[config.mk]
export PLATFORM = sky130hd
export DESIGN_NAME = spfb_top
export DESIGN_NICKNAME = d
export VERILOG_FILES = /design/src/include/spfb_pkg.sv /design/src/hw/spfb_top.sv
export SDC_FILE = /design/constraint.sdc
export NUM_CORES = 1
export LEC_CHECK = 0
export ABC_CLOCK_PERIOD_IN_PS = 5000
export BUFFER_PORTS_ARGS = -buffer_cell sky130_fd_sc_hd__buf_2
export CORE_MARGIN = 10
export CORE_UTILIZATION = 55
export DETAILED_ROUTE_END_ITERATION = 10
export PLACE_DENSITY = 0.85
export RECOVER_POWER = 50
export SETUP_SLACK_MARGIN = 0.4
export SYNTH_ARGS = -nofsm -noshare
export SYNTH_HDL_FRONTEND = slang
export SYNTH_SLANG_ARGS = --single-unit
export TNS_END_PERCENT = 50
[constraint.sdc]
create_clock -name clock -period 5 [get_ports clock]
set_input_delay 0.5 -clock clock [delete_from_list [all_inputs] [get_ports clock]]
set_output_delay 0.5 -clock clock [all_outputs]
set_load 0.02 [all_outputs]
[src/include/spfb_pkg.sv]
// Constants, types and register map of the serial port flags and buffer block
`default_nettype none

package spfb_pkg;

   // ==========================================================
   // Bus geometry and register indices (byte address = 4 * index)
   localparam int ADDR_W = 12;
   localparam int IDX_W = 10;
   localparam logic [IDX_W-1:0] IDX_CTRL = 10'h098;
   localparam logic [IDX_W-1:0] IDX_DATA = 10'h099;
   localparam logic [IDX_W-1:0] IDX_IRQ_STAT = 10'h09A;
   localparam logic [IDX_W-1:0] IDX_IRQ_CLR = 10'h09B;
   localparam logic [IDX_W-1:0] IDX_IRQ_EN = 10'h09C;
   localparam logic [IDX_W-1:0] IDX_BAUD = 10'h09D;
   localparam logic [1:0] RESP_OKAY = 2'h0;
   localparam logic [1:0] RESP_DECERR = 2'h3;

   // ==========================================================
   // Field positions of serial_control
   localparam int CTL_MODE_HI = 7;
   localparam int CTL_MODE_LO = 6;
   localparam int CTL_AFE = 5;
   localparam int CTL_REN = 4;
   localparam int CTL_TB9 = 3;
   localparam int CTL_RB9 = 2;
   localparam int CTL_TXF = 1;
   localparam int CTL_RXF = 0;
   localparam logic [7:0] CTRL_RST = 8'h00;

   // Interrupt bit positions and baud register layout
   localparam int IRQ_TX = 0;
   localparam int IRQ_RX = 1;
   localparam int BAUD_DBL = 16;
   localparam logic [15:0] BAUD_DIV_RST = 16'h0364;

   // ==========================================================
   // Frame modes, bit lengths in clock cycles, last bit indices
   localparam logic [1:0] MODE_SHIFT = 2'h0;
   localparam logic [1:0] MODE_UART8 = 2'h1;
   localparam logic [1:0] MODE_UART9F = 2'h2;
   localparam logic [1:0] MODE_UART9V = 2'h3;
   localparam logic [15:0] LEN_SHIFT = 16'h0002;
   localparam logic [15:0] LEN_FIX_DBL = 16'h0020;
   localparam logic [15:0] LEN_FIX = 16'h0040;
   localparam logic [3:0] LAST_SHIFT = 4'h7;
   localparam logic [3:0] LAST_UART8 = 4'h9;
   localparam logic [3:0] LAST_UART9 = 4'hA;
   localparam logic [3:0] IDX_NINTH = 4'h9;
   localparam logic [3:0] IDX_DATA_LAST = 4'h8;

   // ==========================================================
   // Types
   typedef enum logic [0:0] {TX_IDLE, TX_BUSY} spfb_tx_state_t;
   typedef enum logic [0:0] {RX_IDLE, RX_BUSY} spfb_rx_state_t;

   typedef struct packed {
      logic txd;
      logic rxd_out;
      logic rxd_oe;
   } spfb_pins_t;

   localparam spfb_pins_t PINS_IDLE = '{txd: 1'b1, rxd_out: 1'b1, rxd_oe: 1'b0};

   typedef struct packed {
      logic aw_got;
      logic w_got;
      logic [IDX_W-1:0] awidx;
      logic [31:0] wdata;
      logic [3:0] wstrb;
      logic bvalid;
      logic [1:0] bresp;
      logic rvalid;
      logic [1:0] rresp;
      logic [31:0] rdata;
      logic [7:0] ctrl;
      logic [7:0] rxbuf;
      logic [1:0] irq_st;
      logic [1:0] irq_en;
      logic [15:0] div;
      logic dbl;
      spfb_tx_state_t tx_st;
      logic [15:0] tx_cnt;
      logic [3:0] tx_bit;
      logic [10:0] tx_sh;
      spfb_rx_state_t rx_st;
      logic [15:0] rx_cnt;
      logic [3:0] rx_bit;
      logic [7:0] rx_sh;
      logic rx_nin;
      logic rx_prev;
      spfb_pins_t pins;
   } spfb_state_t;

   localparam spfb_state_t ST_RST = '{
      ctrl: CTRL_RST, div: BAUD_DIV_RST, tx_st: TX_IDLE, rx_st: RX_IDLE,
      rx_prev: 1'b1, pins: PINS_IDLE, default: '0};

endpackage

`default_nettype wire
[src/hw/spfb_top.sv]
// Serial port flags, ninth bit and data buffer with an AXI4-Lite register slave
`default_nettype none

module spfb_top (
   // Clock and reset
   input wire logic clock,
   input wire logic rstn,
   // AXI4-Lite write channels
   input wire logic [spfb_pkg::ADDR_W-1:0] awaddr,
   input wire logic awvalid,
   output logic awready,
   input wire logic [31:0] wdata,
   input wire logic [3:0] wstrb,
   input wire logic wvalid,
   output logic wready,
   output logic [1:0] bresp,
   output logic bvalid,
   input wire logic bready,
   // AXI4-Lite read channels
   input wire logic [spfb_pkg::ADDR_W-1:0] araddr,
   input wire logic arvalid,
   output logic arready,
   output logic [31:0] rdata,
   output logic [1:0] rresp,
   output logic rvalid,
   input wire logic rready,
   // Serial pins
   input wire logic rxd_in,
   output spfb_pkg::spfb_pins_t pins,
   // Interrupt
   output logic irq
);

   // ==========================================================
   // Helpers
   function automatic logic [15:0] bit_len(input logic [1:0] mode, input logic dbl,
                                           input logic [15:0] div);
      logic [15:0] len;
      len = (div == 16'h0000) ? 16'h0001 : div;
      unique case (mode)
         spfb_pkg::MODE_SHIFT: len = spfb_pkg::LEN_SHIFT;
         spfb_pkg::MODE_UART9F: len = dbl ? spfb_pkg::LEN_FIX_DBL : spfb_pkg::LEN_FIX;
         spfb_pkg::MODE_UART8, spfb_pkg::MODE_UART9V: len = len;
      endcase
      return len;
   endfunction

   function automatic logic [3:0] last_bit(input logic [1:0] mode);
      logic [3:0] last;
      last = spfb_pkg::LAST_UART9;
      if (mode == spfb_pkg::MODE_SHIFT) begin
         last = spfb_pkg::LAST_SHIFT;
      end else if (mode == spfb_pkg::MODE_UART8) begin
         last = spfb_pkg::LAST_UART8;
      end
      return last;
   endfunction

   function automatic logic is_mapped(input logic [spfb_pkg::IDX_W-1:0] idx);
      return idx >= spfb_pkg::IDX_CTRL && idx <= spfb_pkg::IDX_BAUD;
   endfunction

   // ==========================================================
   // State
   spfb_pkg::spfb_state_t s;
   spfb_pkg::spfb_state_t next_s;
   logic [1:0] mode;
   logic [15:0] len;
   logic wr_fire;
   logic [spfb_pkg::IDX_W-1:0] ridx;
   logic tx_evt;
   logic rx_evt;
   logic rx_ok;
   logic [7:0] wbyte;

   assign mode = s.ctrl[spfb_pkg::CTL_MODE_HI:spfb_pkg::CTL_MODE_LO];
   assign len = bit_len(mode, s.dbl, s.div);
   assign wr_fire = s.aw_got && s.w_got && !s.bvalid;
   assign ridx = araddr[spfb_pkg::ADDR_W-1:2];
   assign wbyte = s.wdata[7:0];

   assign awready = !s.aw_got && !s.bvalid;
   assign wready = !s.w_got && !s.bvalid;
   assign arready = !s.rvalid;
   assign bvalid = s.bvalid;
   assign bresp = s.bresp;
   assign rvalid = s.rvalid;
   assign rresp = s.rresp;
   assign rdata = s.rdata;
   assign pins = s.pins;
   assign irq = |(s.irq_st & s.irq_en);

   always_comb begin
      next_s = s;
      tx_evt = 1'b0;
      rx_evt = 1'b0;
      rx_ok = 1'b0;

      // ==========================================================
      // Write channels and register writes
      if (awvalid && awready) begin
         next_s.aw_got = 1'b1;
         next_s.awidx = awaddr[spfb_pkg::ADDR_W-1:2];
      end
      if (wvalid && wready) begin
         next_s.w_got = 1'b1;
         next_s.wdata = wdata;
         next_s.wstrb = wstrb;
      end
      if (s.bvalid && bready) begin
         next_s.bvalid = 1'b0;
      end
      if (wr_fire) begin
         next_s.aw_got = 1'b0;
         next_s.w_got = 1'b0;
         next_s.bvalid = 1'b1;
         next_s.bresp = is_mapped(s.awidx) ? spfb_pkg::RESP_OKAY : spfb_pkg::RESP_DECERR;
         if (s.wstrb[0]) begin
            unique case (s.awidx)
               spfb_pkg::IDX_CTRL: next_s.ctrl = wbyte;
               spfb_pkg::IDX_IRQ_CLR: next_s.irq_st = s.irq_st & ~wbyte[1:0];
               spfb_pkg::IDX_IRQ_EN: next_s.irq_en = wbyte[1:0];
               spfb_pkg::IDX_BAUD: next_s.div[7:0] = wbyte;
               default: next_s.irq_en = next_s.irq_en;
            endcase
         end
         if (s.awidx == spfb_pkg::IDX_BAUD) begin
            if (s.wstrb[1]) begin
               next_s.div[15:8] = s.wdata[15:8];
            end
            if (s.wstrb[2]) begin
               next_s.dbl = s.wdata[spfb_pkg::BAUD_DBL];
            end
         end
      end

      // ==========================================================
      // Read channels
      if (s.rvalid && rready) begin
         next_s.rvalid = 1'b0;
      end
      if (arvalid && arready) begin
         next_s.rvalid = 1'b1;
         next_s.rresp = is_mapped(ridx) ? spfb_pkg::RESP_OKAY : spfb_pkg::RESP_DECERR;
         next_s.rdata = 32'h0000_0000;
         unique case (ridx)
            spfb_pkg::IDX_CTRL: next_s.rdata[7:0] = s.ctrl;
            spfb_pkg::IDX_DATA: next_s.rdata[7:0] = s.rxbuf;
            spfb_pkg::IDX_IRQ_STAT: next_s.rdata[1:0] = s.irq_st;
            spfb_pkg::IDX_IRQ_EN: next_s.rdata[1:0] = s.irq_en;
            spfb_pkg::IDX_BAUD: next_s.rdata[spfb_pkg::BAUD_DBL:0] = {s.dbl, s.div};
            default: next_s.rdata = 32'h0000_0000;
         endcase
      end

      // ==========================================================
      // Transmitter
      unique case (s.tx_st)
         spfb_pkg::TX_IDLE: begin
            if (wr_fire && s.awidx == spfb_pkg::IDX_DATA && s.wstrb[0] &&
                !(mode == spfb_pkg::MODE_SHIFT && s.rx_st == spfb_pkg::RX_BUSY)) begin
               next_s.tx_st = spfb_pkg::TX_BUSY;
               next_s.tx_cnt = len - 16'h0001;
               next_s.tx_bit = 4'h0;
               unique case (mode)
                  spfb_pkg::MODE_SHIFT: next_s.tx_sh = {3'h7, wbyte};
                  spfb_pkg::MODE_UART8: next_s.tx_sh = {2'h3, wbyte, 1'b0};
                  spfb_pkg::MODE_UART9F, spfb_pkg::MODE_UART9V:
                     next_s.tx_sh = {1'b1, s.ctrl[spfb_pkg::CTL_TB9], wbyte, 1'b0};
               endcase
            end
         end
         spfb_pkg::TX_BUSY: begin
            if (s.tx_cnt != 16'h0000) begin
               next_s.tx_cnt = s.tx_cnt - 16'h0001;
            end else if (s.tx_bit == last_bit(mode)) begin
               next_s.tx_st = spfb_pkg::TX_IDLE;
               tx_evt = (mode == spfb_pkg::MODE_SHIFT);
            end else begin
               next_s.tx_bit = s.tx_bit + 4'h1;
               next_s.tx_cnt = len - 16'h0001;
               next_s.tx_sh = {1'b1, s.tx_sh[10:1]};
               tx_evt = (mode != spfb_pkg::MODE_SHIFT) &&
                        (s.tx_bit + 4'h1 == last_bit(mode));
            end
         end
      endcase

      // ==========================================================
      // Receiver
      next_s.rx_prev = rxd_in;
      unique case (s.rx_st)
         spfb_pkg::RX_IDLE: begin
            if (s.ctrl[spfb_pkg::CTL_REN]) begin
               if (mode == spfb_pkg::MODE_SHIFT) begin
                  if (!s.ctrl[spfb_pkg::CTL_RXF] && s.tx_st == spfb_pkg::TX_IDLE) begin
                     next_s.rx_st = spfb_pkg::RX_BUSY;
                     next_s.rx_cnt = len - 16'h0001;
                     next_s.rx_bit = 4'h0;
                  end
               end else if (s.rx_prev && !rxd_in) begin
                  next_s.rx_st = spfb_pkg::RX_BUSY;
                  next_s.rx_cnt = (len - 16'h0001) >> 1;
                  next_s.rx_bit = 4'h0;
               end
            end
         end
         spfb_pkg::RX_BUSY: begin
            if (!s.ctrl[spfb_pkg::CTL_REN]) begin
               next_s.rx_st = spfb_pkg::RX_IDLE;
            end else if (s.rx_cnt != 16'h0000) begin
               next_s.rx_cnt = s.rx_cnt - 16'h0001;
            end else if (mode == spfb_pkg::MODE_SHIFT) begin
               next_s.rx_sh = {rxd_in, s.rx_sh[7:1]};
               next_s.rx_bit = s.rx_bit + 4'h1;
               next_s.rx_cnt = len - 16'h0001;
               if (s.rx_bit == spfb_pkg::LAST_SHIFT) begin
                  next_s.rx_st = spfb_pkg::RX_IDLE;
                  next_s.rxbuf = next_s.rx_sh;
                  rx_evt = 1'b1;
               end
            end else if (s.rx_bit == 4'h0 && rxd_in) begin
               next_s.rx_st = spfb_pkg::RX_IDLE;
            end else if (s.rx_bit == last_bit(mode)) begin
               next_s.rx_st = spfb_pkg::RX_IDLE;
               if (mode == spfb_pkg::MODE_UART8) begin
                  rx_ok = !s.ctrl[spfb_pkg::CTL_AFE] || rxd_in;
                  next_s.rx_nin = rxd_in;
               end else begin
                  rx_ok = !s.ctrl[spfb_pkg::CTL_AFE] || s.rx_nin;
               end
               if (rx_ok) begin
                  next_s.rxbuf = s.rx_sh;
                  rx_evt = 1'b1;
               end
            end else begin
               if (s.rx_bit == spfb_pkg::IDX_NINTH) begin
                  next_s.rx_nin = rxd_in;
               end else if (s.rx_bit != 4'h0 && s.rx_bit <= spfb_pkg::IDX_DATA_LAST) begin
                  next_s.rx_sh = {rxd_in, s.rx_sh[7:1]};
               end
               next_s.rx_bit = s.rx_bit + 4'h1;
               next_s.rx_cnt = len - 16'h0001;
            end
         end
      endcase

      // ==========================================================
      // Hardware flag updates win over the software write
      if (tx_evt) begin
         next_s.ctrl[spfb_pkg::CTL_TXF] = 1'b1;
      end
      if (rx_evt) begin
         next_s.ctrl[spfb_pkg::CTL_RXF] = 1'b1;
         if (mode != spfb_pkg::MODE_SHIFT) begin
            next_s.ctrl[spfb_pkg::CTL_RB9] = next_s.rx_nin;
         end
      end
      next_s.irq_st[spfb_pkg::IRQ_TX] = next_s.irq_st[spfb_pkg::IRQ_TX] | tx_evt;
      next_s.irq_st[spfb_pkg::IRQ_RX] = next_s.irq_st[spfb_pkg::IRQ_RX] | rx_evt;

      // ==========================================================
      // Registered pin drive
      next_s.pins = spfb_pkg::PINS_IDLE;
      if (mode == spfb_pkg::MODE_SHIFT) begin
         if (next_s.tx_st == spfb_pkg::TX_BUSY) begin
            next_s.pins.txd = (next_s.tx_cnt == 16'h0000);
            next_s.pins.rxd_out = next_s.tx_sh[0];
            next_s.pins.rxd_oe = 1'b1;
         end else if (next_s.rx_st == spfb_pkg::RX_BUSY) begin
            next_s.pins.txd = (next_s.rx_cnt == 16'h0000);
         end
      end else if (next_s.tx_st == spfb_pkg::TX_BUSY) begin
         next_s.pins.txd = next_s.tx_sh[0];
      end
   end

   always_ff @(posedge clock or negedge rstn) begin
      if (!rstn) begin
         s <= spfb_pkg::ST_RST;
      end else begin
         s <= next_s;
      end
   end

endmodule

`default_nettype wire

==> key figures <==
Drt
  • WL per Instance: about 22 um
  • DRT Pass-1 Iters: 5
  • Drt drc: 0
  • Total wirelength of the detailed-routed design: around 26000 um
  • Via count of the routed design: 8042
  • Antenna viol nets, final: 0
  • Via density per instance: 6.60
  • First-iteration detailed-routing DRC count: between 1000 and 1500

Status
  • Status: finished with violations
  • Failing checks: capacitance limit, slew limit

Logic synthesis
  • Dominant cell type by area after synthesis: sky130_fd_sc_hd__dfrtp_1
  • Dominant cells by area after synthesis: sky130_fd_sc_hd__dfrtp_1 (42%), sky130_fd_sc_hd__mux2_2 (6.3%), sky130_fd_sc_hd__nand2_1 (5.4%), sky130_fd_sc_hd__o21ai_0 (4.4%), sky130_fd_sc_hd__buf_4 (3.3%)
  • Cell Area, Synth: 8900 um2
  • Number of enable-type register cells in the synthesized netlist: 0
  • Sequential fraction of the synthesis area: between 40% and 50%
  • Primary flip-flop cell chosen by synthesis mapping: sky130_fd_sc_hd__dfrtp_1
  • Yosys synthesis warning count: 0
  • Instance count of the mapped netlist: approximately 950
  • Mean area per synthesized cell: 9.42 um2
  • Portion of synthesized cell area occupied by the leading cell type: 41.6%
  • Number of storage elements in the synthesis netlist: approximately 160
  • Post-synthesis async set-or-reset flop share: 100%
  • Number of unique standard cell types used by synthesis: 77

Worst setup path
  • Endpoint class of the critical path: register
  • Largest stage delay, worst path: 0.63 ns
  • Critical path, cell by cell: or4_1 -> nor4_4 -> a31o_2 -> nand2_1 -> ha_2 -> nor3b_1 -> a211oi_1 -> nor3_1 -> nand3b_1 -> o211ai_1 -> or4b_1 -> or4_1 -> nor4_2 -> a211o_1
  • Category of the worst setup path launch point: register
  • Crit path kind: register to register
  • Worst path slowest cell: sky130_fd_sc_hd__or4_1
  • Setup crit start: s[78]
  • R2r startpoint: s[78]
  • Crit-path most repeated cell: sky130_fd_sc_hd__or4_1
  • Required time reported for the critical path endpoint: 5.38 ns
  • Worst endpoint data arrival time: 4.76 ns
  • CP Max Fanout: 12

Floorplanning
  • Starting utilization of the core area: a little under three fifths
  • Number of placement rows: 46
  • Placeable core region: around 16000 um2
  • Area enclosed by the die boundary: 21700 um2
  • Horizontal extent of the die: roughly 150 um
  • Die Span Y: 147 um
  • Number of I/O pins: 113

Timing
  • Number of hold violations in the final report: 0
  • Count of final max-slew check failures: 112
  • Worst setup margin: 0.616 ns
  • Worst hold margin: 0.233 ns
  • Final worst clock skew: roughly 0.012 ns
  • Fraction of the cycle the final worst path needs: 87.7%
  • Maximum clock frequency: 228 MHz
  • Worst slew margin relative to its limit: -86.1%
  • Transition time at the pin with the least slew margin: 2.79 ns
  • Final critical path time including I/O delays and setup: 4.38 ns
  • Final setup viols: 0
  • RSZ-0062 raised after global routing: no
  • Setup total negative slack: 0 ns

Pwr
  • Worst vdd ir: 0.269 mV
  • Leakage power of the design: 4.18 nW
  • Power per cell area: approximately 370 nW/um2
  • Total power after layout: 3.61 mW

Clock network
  • Level count of the clock H-tree: 4
  • Cell at the root of the clock tree: sky130_fd_sc_hd__clkbuf_16
  • Setup Fix Bufs, Post-CTS: 0
  • CTS tree: done
  • Clock transition at path regs: around 0.070 ns
  • Clock buffers created by TritonCTS: 17
  • Number of sinks handled by clock tree synthesis: 156
  • Skew-Pair Late Insertion Delay: 0.44 ns
  • Maximum number of buffers from clock root to sink: 2

Final layout
  • Utilization of the core after routing: between 60% and 70%
  • Total of fill cells in the finished design: 1312
  • Area used by sequential logic in the layout: 3910 um2
  • Number of antenna diodes: 0
  • Cell Count, Final, Fillers Out: about 1200
  • Net count of the finished layout: 1065
  • Area occupied by multi-input gates: 4540 um2
  • Share of final-layout standard cells stronger than drive strength 1: 17.7%
  • Design area: 9840 um2
  • Area added between synthesis and finish: 10.6%

Placement
  • Final weighted congestion in routability-driven placement: a little over 1
  • Placement Cell Area: 9300 um2
  • Total instance count after detailed placement: 1187
  • Worst slack, placed: ~0.53 ns
  • Total half-perimeter wirelength after legalization and detailed placement: 18300 um
  • Total of buffers placed on input and output ports: between 70 and 80

Global routing
  • Global-route wire length before repair: ~42000 um
  • Initial antenna violation count: 0
  • Pin count of the biggest net entering global routing: 112
  • Number of global-route vias before repair: 7741
  • Aggregate global-route resource usage: 23.8%
  • Global route total overflow: 0

Min path
  • Min-delay worst type: input port to register
  • Startpoint of the worst hold path: rready

Job
  • Max capacitance violation total: 1
## repair_timing
action                                  in CTS  in global routing
endpoints found under the setup margin       1                  1
hold buffers                                 0                  0
gates resized for setup                      1                  3
endpoints found under the hold margin        0                  0
## where the power goes
part | switching, mW | internal, mW
logic | 0.410 | 0.303
registers | 0.192 | 1.43
clock network | 0.570 | 0.698
## flip-flops by register name, summed over array words and instances (netlist names)
register and count:
bresp 1, rresp 1, rdata 17, rvalid 1
mode 2, bvalid 1, s 130, pins 3
## cell type report
type                            count  area share [%]
Multi-Input combinational cell    699            46.1
Sequential cell                   156            39.8
Timing Repair Buffer               94            4.86
Clock buffer                       19            4.40
Tap cell                          216            2.75
Clock inverter                     13            1.31
Inverter                           22           0.839
## cells in the mapped netlist, types with 11 or more instances
cell type	n
sky130_fd_sc_hd__dfrtp_1	148
sky130_fd_sc_hd__nand2_1	127
sky130_fd_sc_hd__o21ai_0	78
sky130_fd_sc_hd__mux2_2	50
sky130_fd_sc_hd__nor2_1	50
sky130_fd_sc_hd__a21oi_1	46
sky130_fd_sc_hd__buf_4	39
sky130_fd_sc_hd__clkbuf_1	35
sky130_fd_sc_hd__nor3_1	32
sky130_fd_sc_hd__inv_1	21
sky130_fd_sc_hd__mux2i_1	21
sky130_fd_sc_hd__nor4_1	21
sky130_fd_sc_hd__a221o_1	16
sky130_fd_sc_hd__nand3_1	16
sky130_fd_sc_hd__a22o_1	12
sky130_fd_sc_hd__nand3b_1	11
## cell families after synthesis
family / share of synthesized area [%]
XOR/XNOR: 1.18
multiplexers: 9.19
flip-flops: 44.0
AND/OR/NAND/NOR: 20.3
AO/OA/AOI/OAI: 18.2
other: 0.0421
buffers and inverters: 6.06
adder cells (fa/ha/maj): 0.984
## worst max-delay path: cells and delay by family, from the launching register on
kind,cells,cell delay (ns)
flops,1,0.47
simple gates,9,2.87
fa+ha+maj,1,0.29
compound gates,4,0.68
## metal layers
metal	part of all wire (%)	up-vias	wire length, um	GRT usage [%]
met5	0	-	0	0
met4	3.2	0	848	10.5
met3	9.6	88	2530	5.04
met2	49	489	12800	38.9
met1	39	3927	10200	29.7
li1	-	3538	-	-
## cell usage in the layout, fill, tap and decap left out, drive strengths merged, types with 6 or more instances in the layout
| cell type | n |
|---|---|
| a211oi | 10 |
| a21oi | 46 |
| a221o | 16 |
| a22o | 12 |
| and2 | 7 |
| and3 | 9 |
| buf | 66 |
| clkbuf | 47 |
| conb | 15 |
| dfrtp | 148 |
| dfstp | 8 |
| ha | 7 |
| inv | 29 |
| mux2 | 50 |
| mux2i | 21 |
| nand2 | 127 |
| nand2b | 10 |
| nand3 | 16 |
| nand3b | 11 |
| nor2 | 50 |
| nor2b | 8 |
| nor3 | 32 |
| nor4 | 22 |
| nor4b | 6 |
| o211ai | 10 |
| o21ai | 79 |
| o221ai | 7 |
| or2 | 7 |
| or3 | 9 |
| or4 | 11 |
| xnor2 | 9 |
## worst paths after layout
path	to	slack, ns	cells after the start
setup / recovery	pins[2]	0.62	14
hold / removal	rvalid	0.23	2
setup reg to reg	pins[2]	0.62	14
hold reg to reg	s[5]	0.48	2
max in group asynchronous	s[148]	1.79	2
min in group asynchronous	s[182]	0.95	1
(Power assumes the default switching activity.)
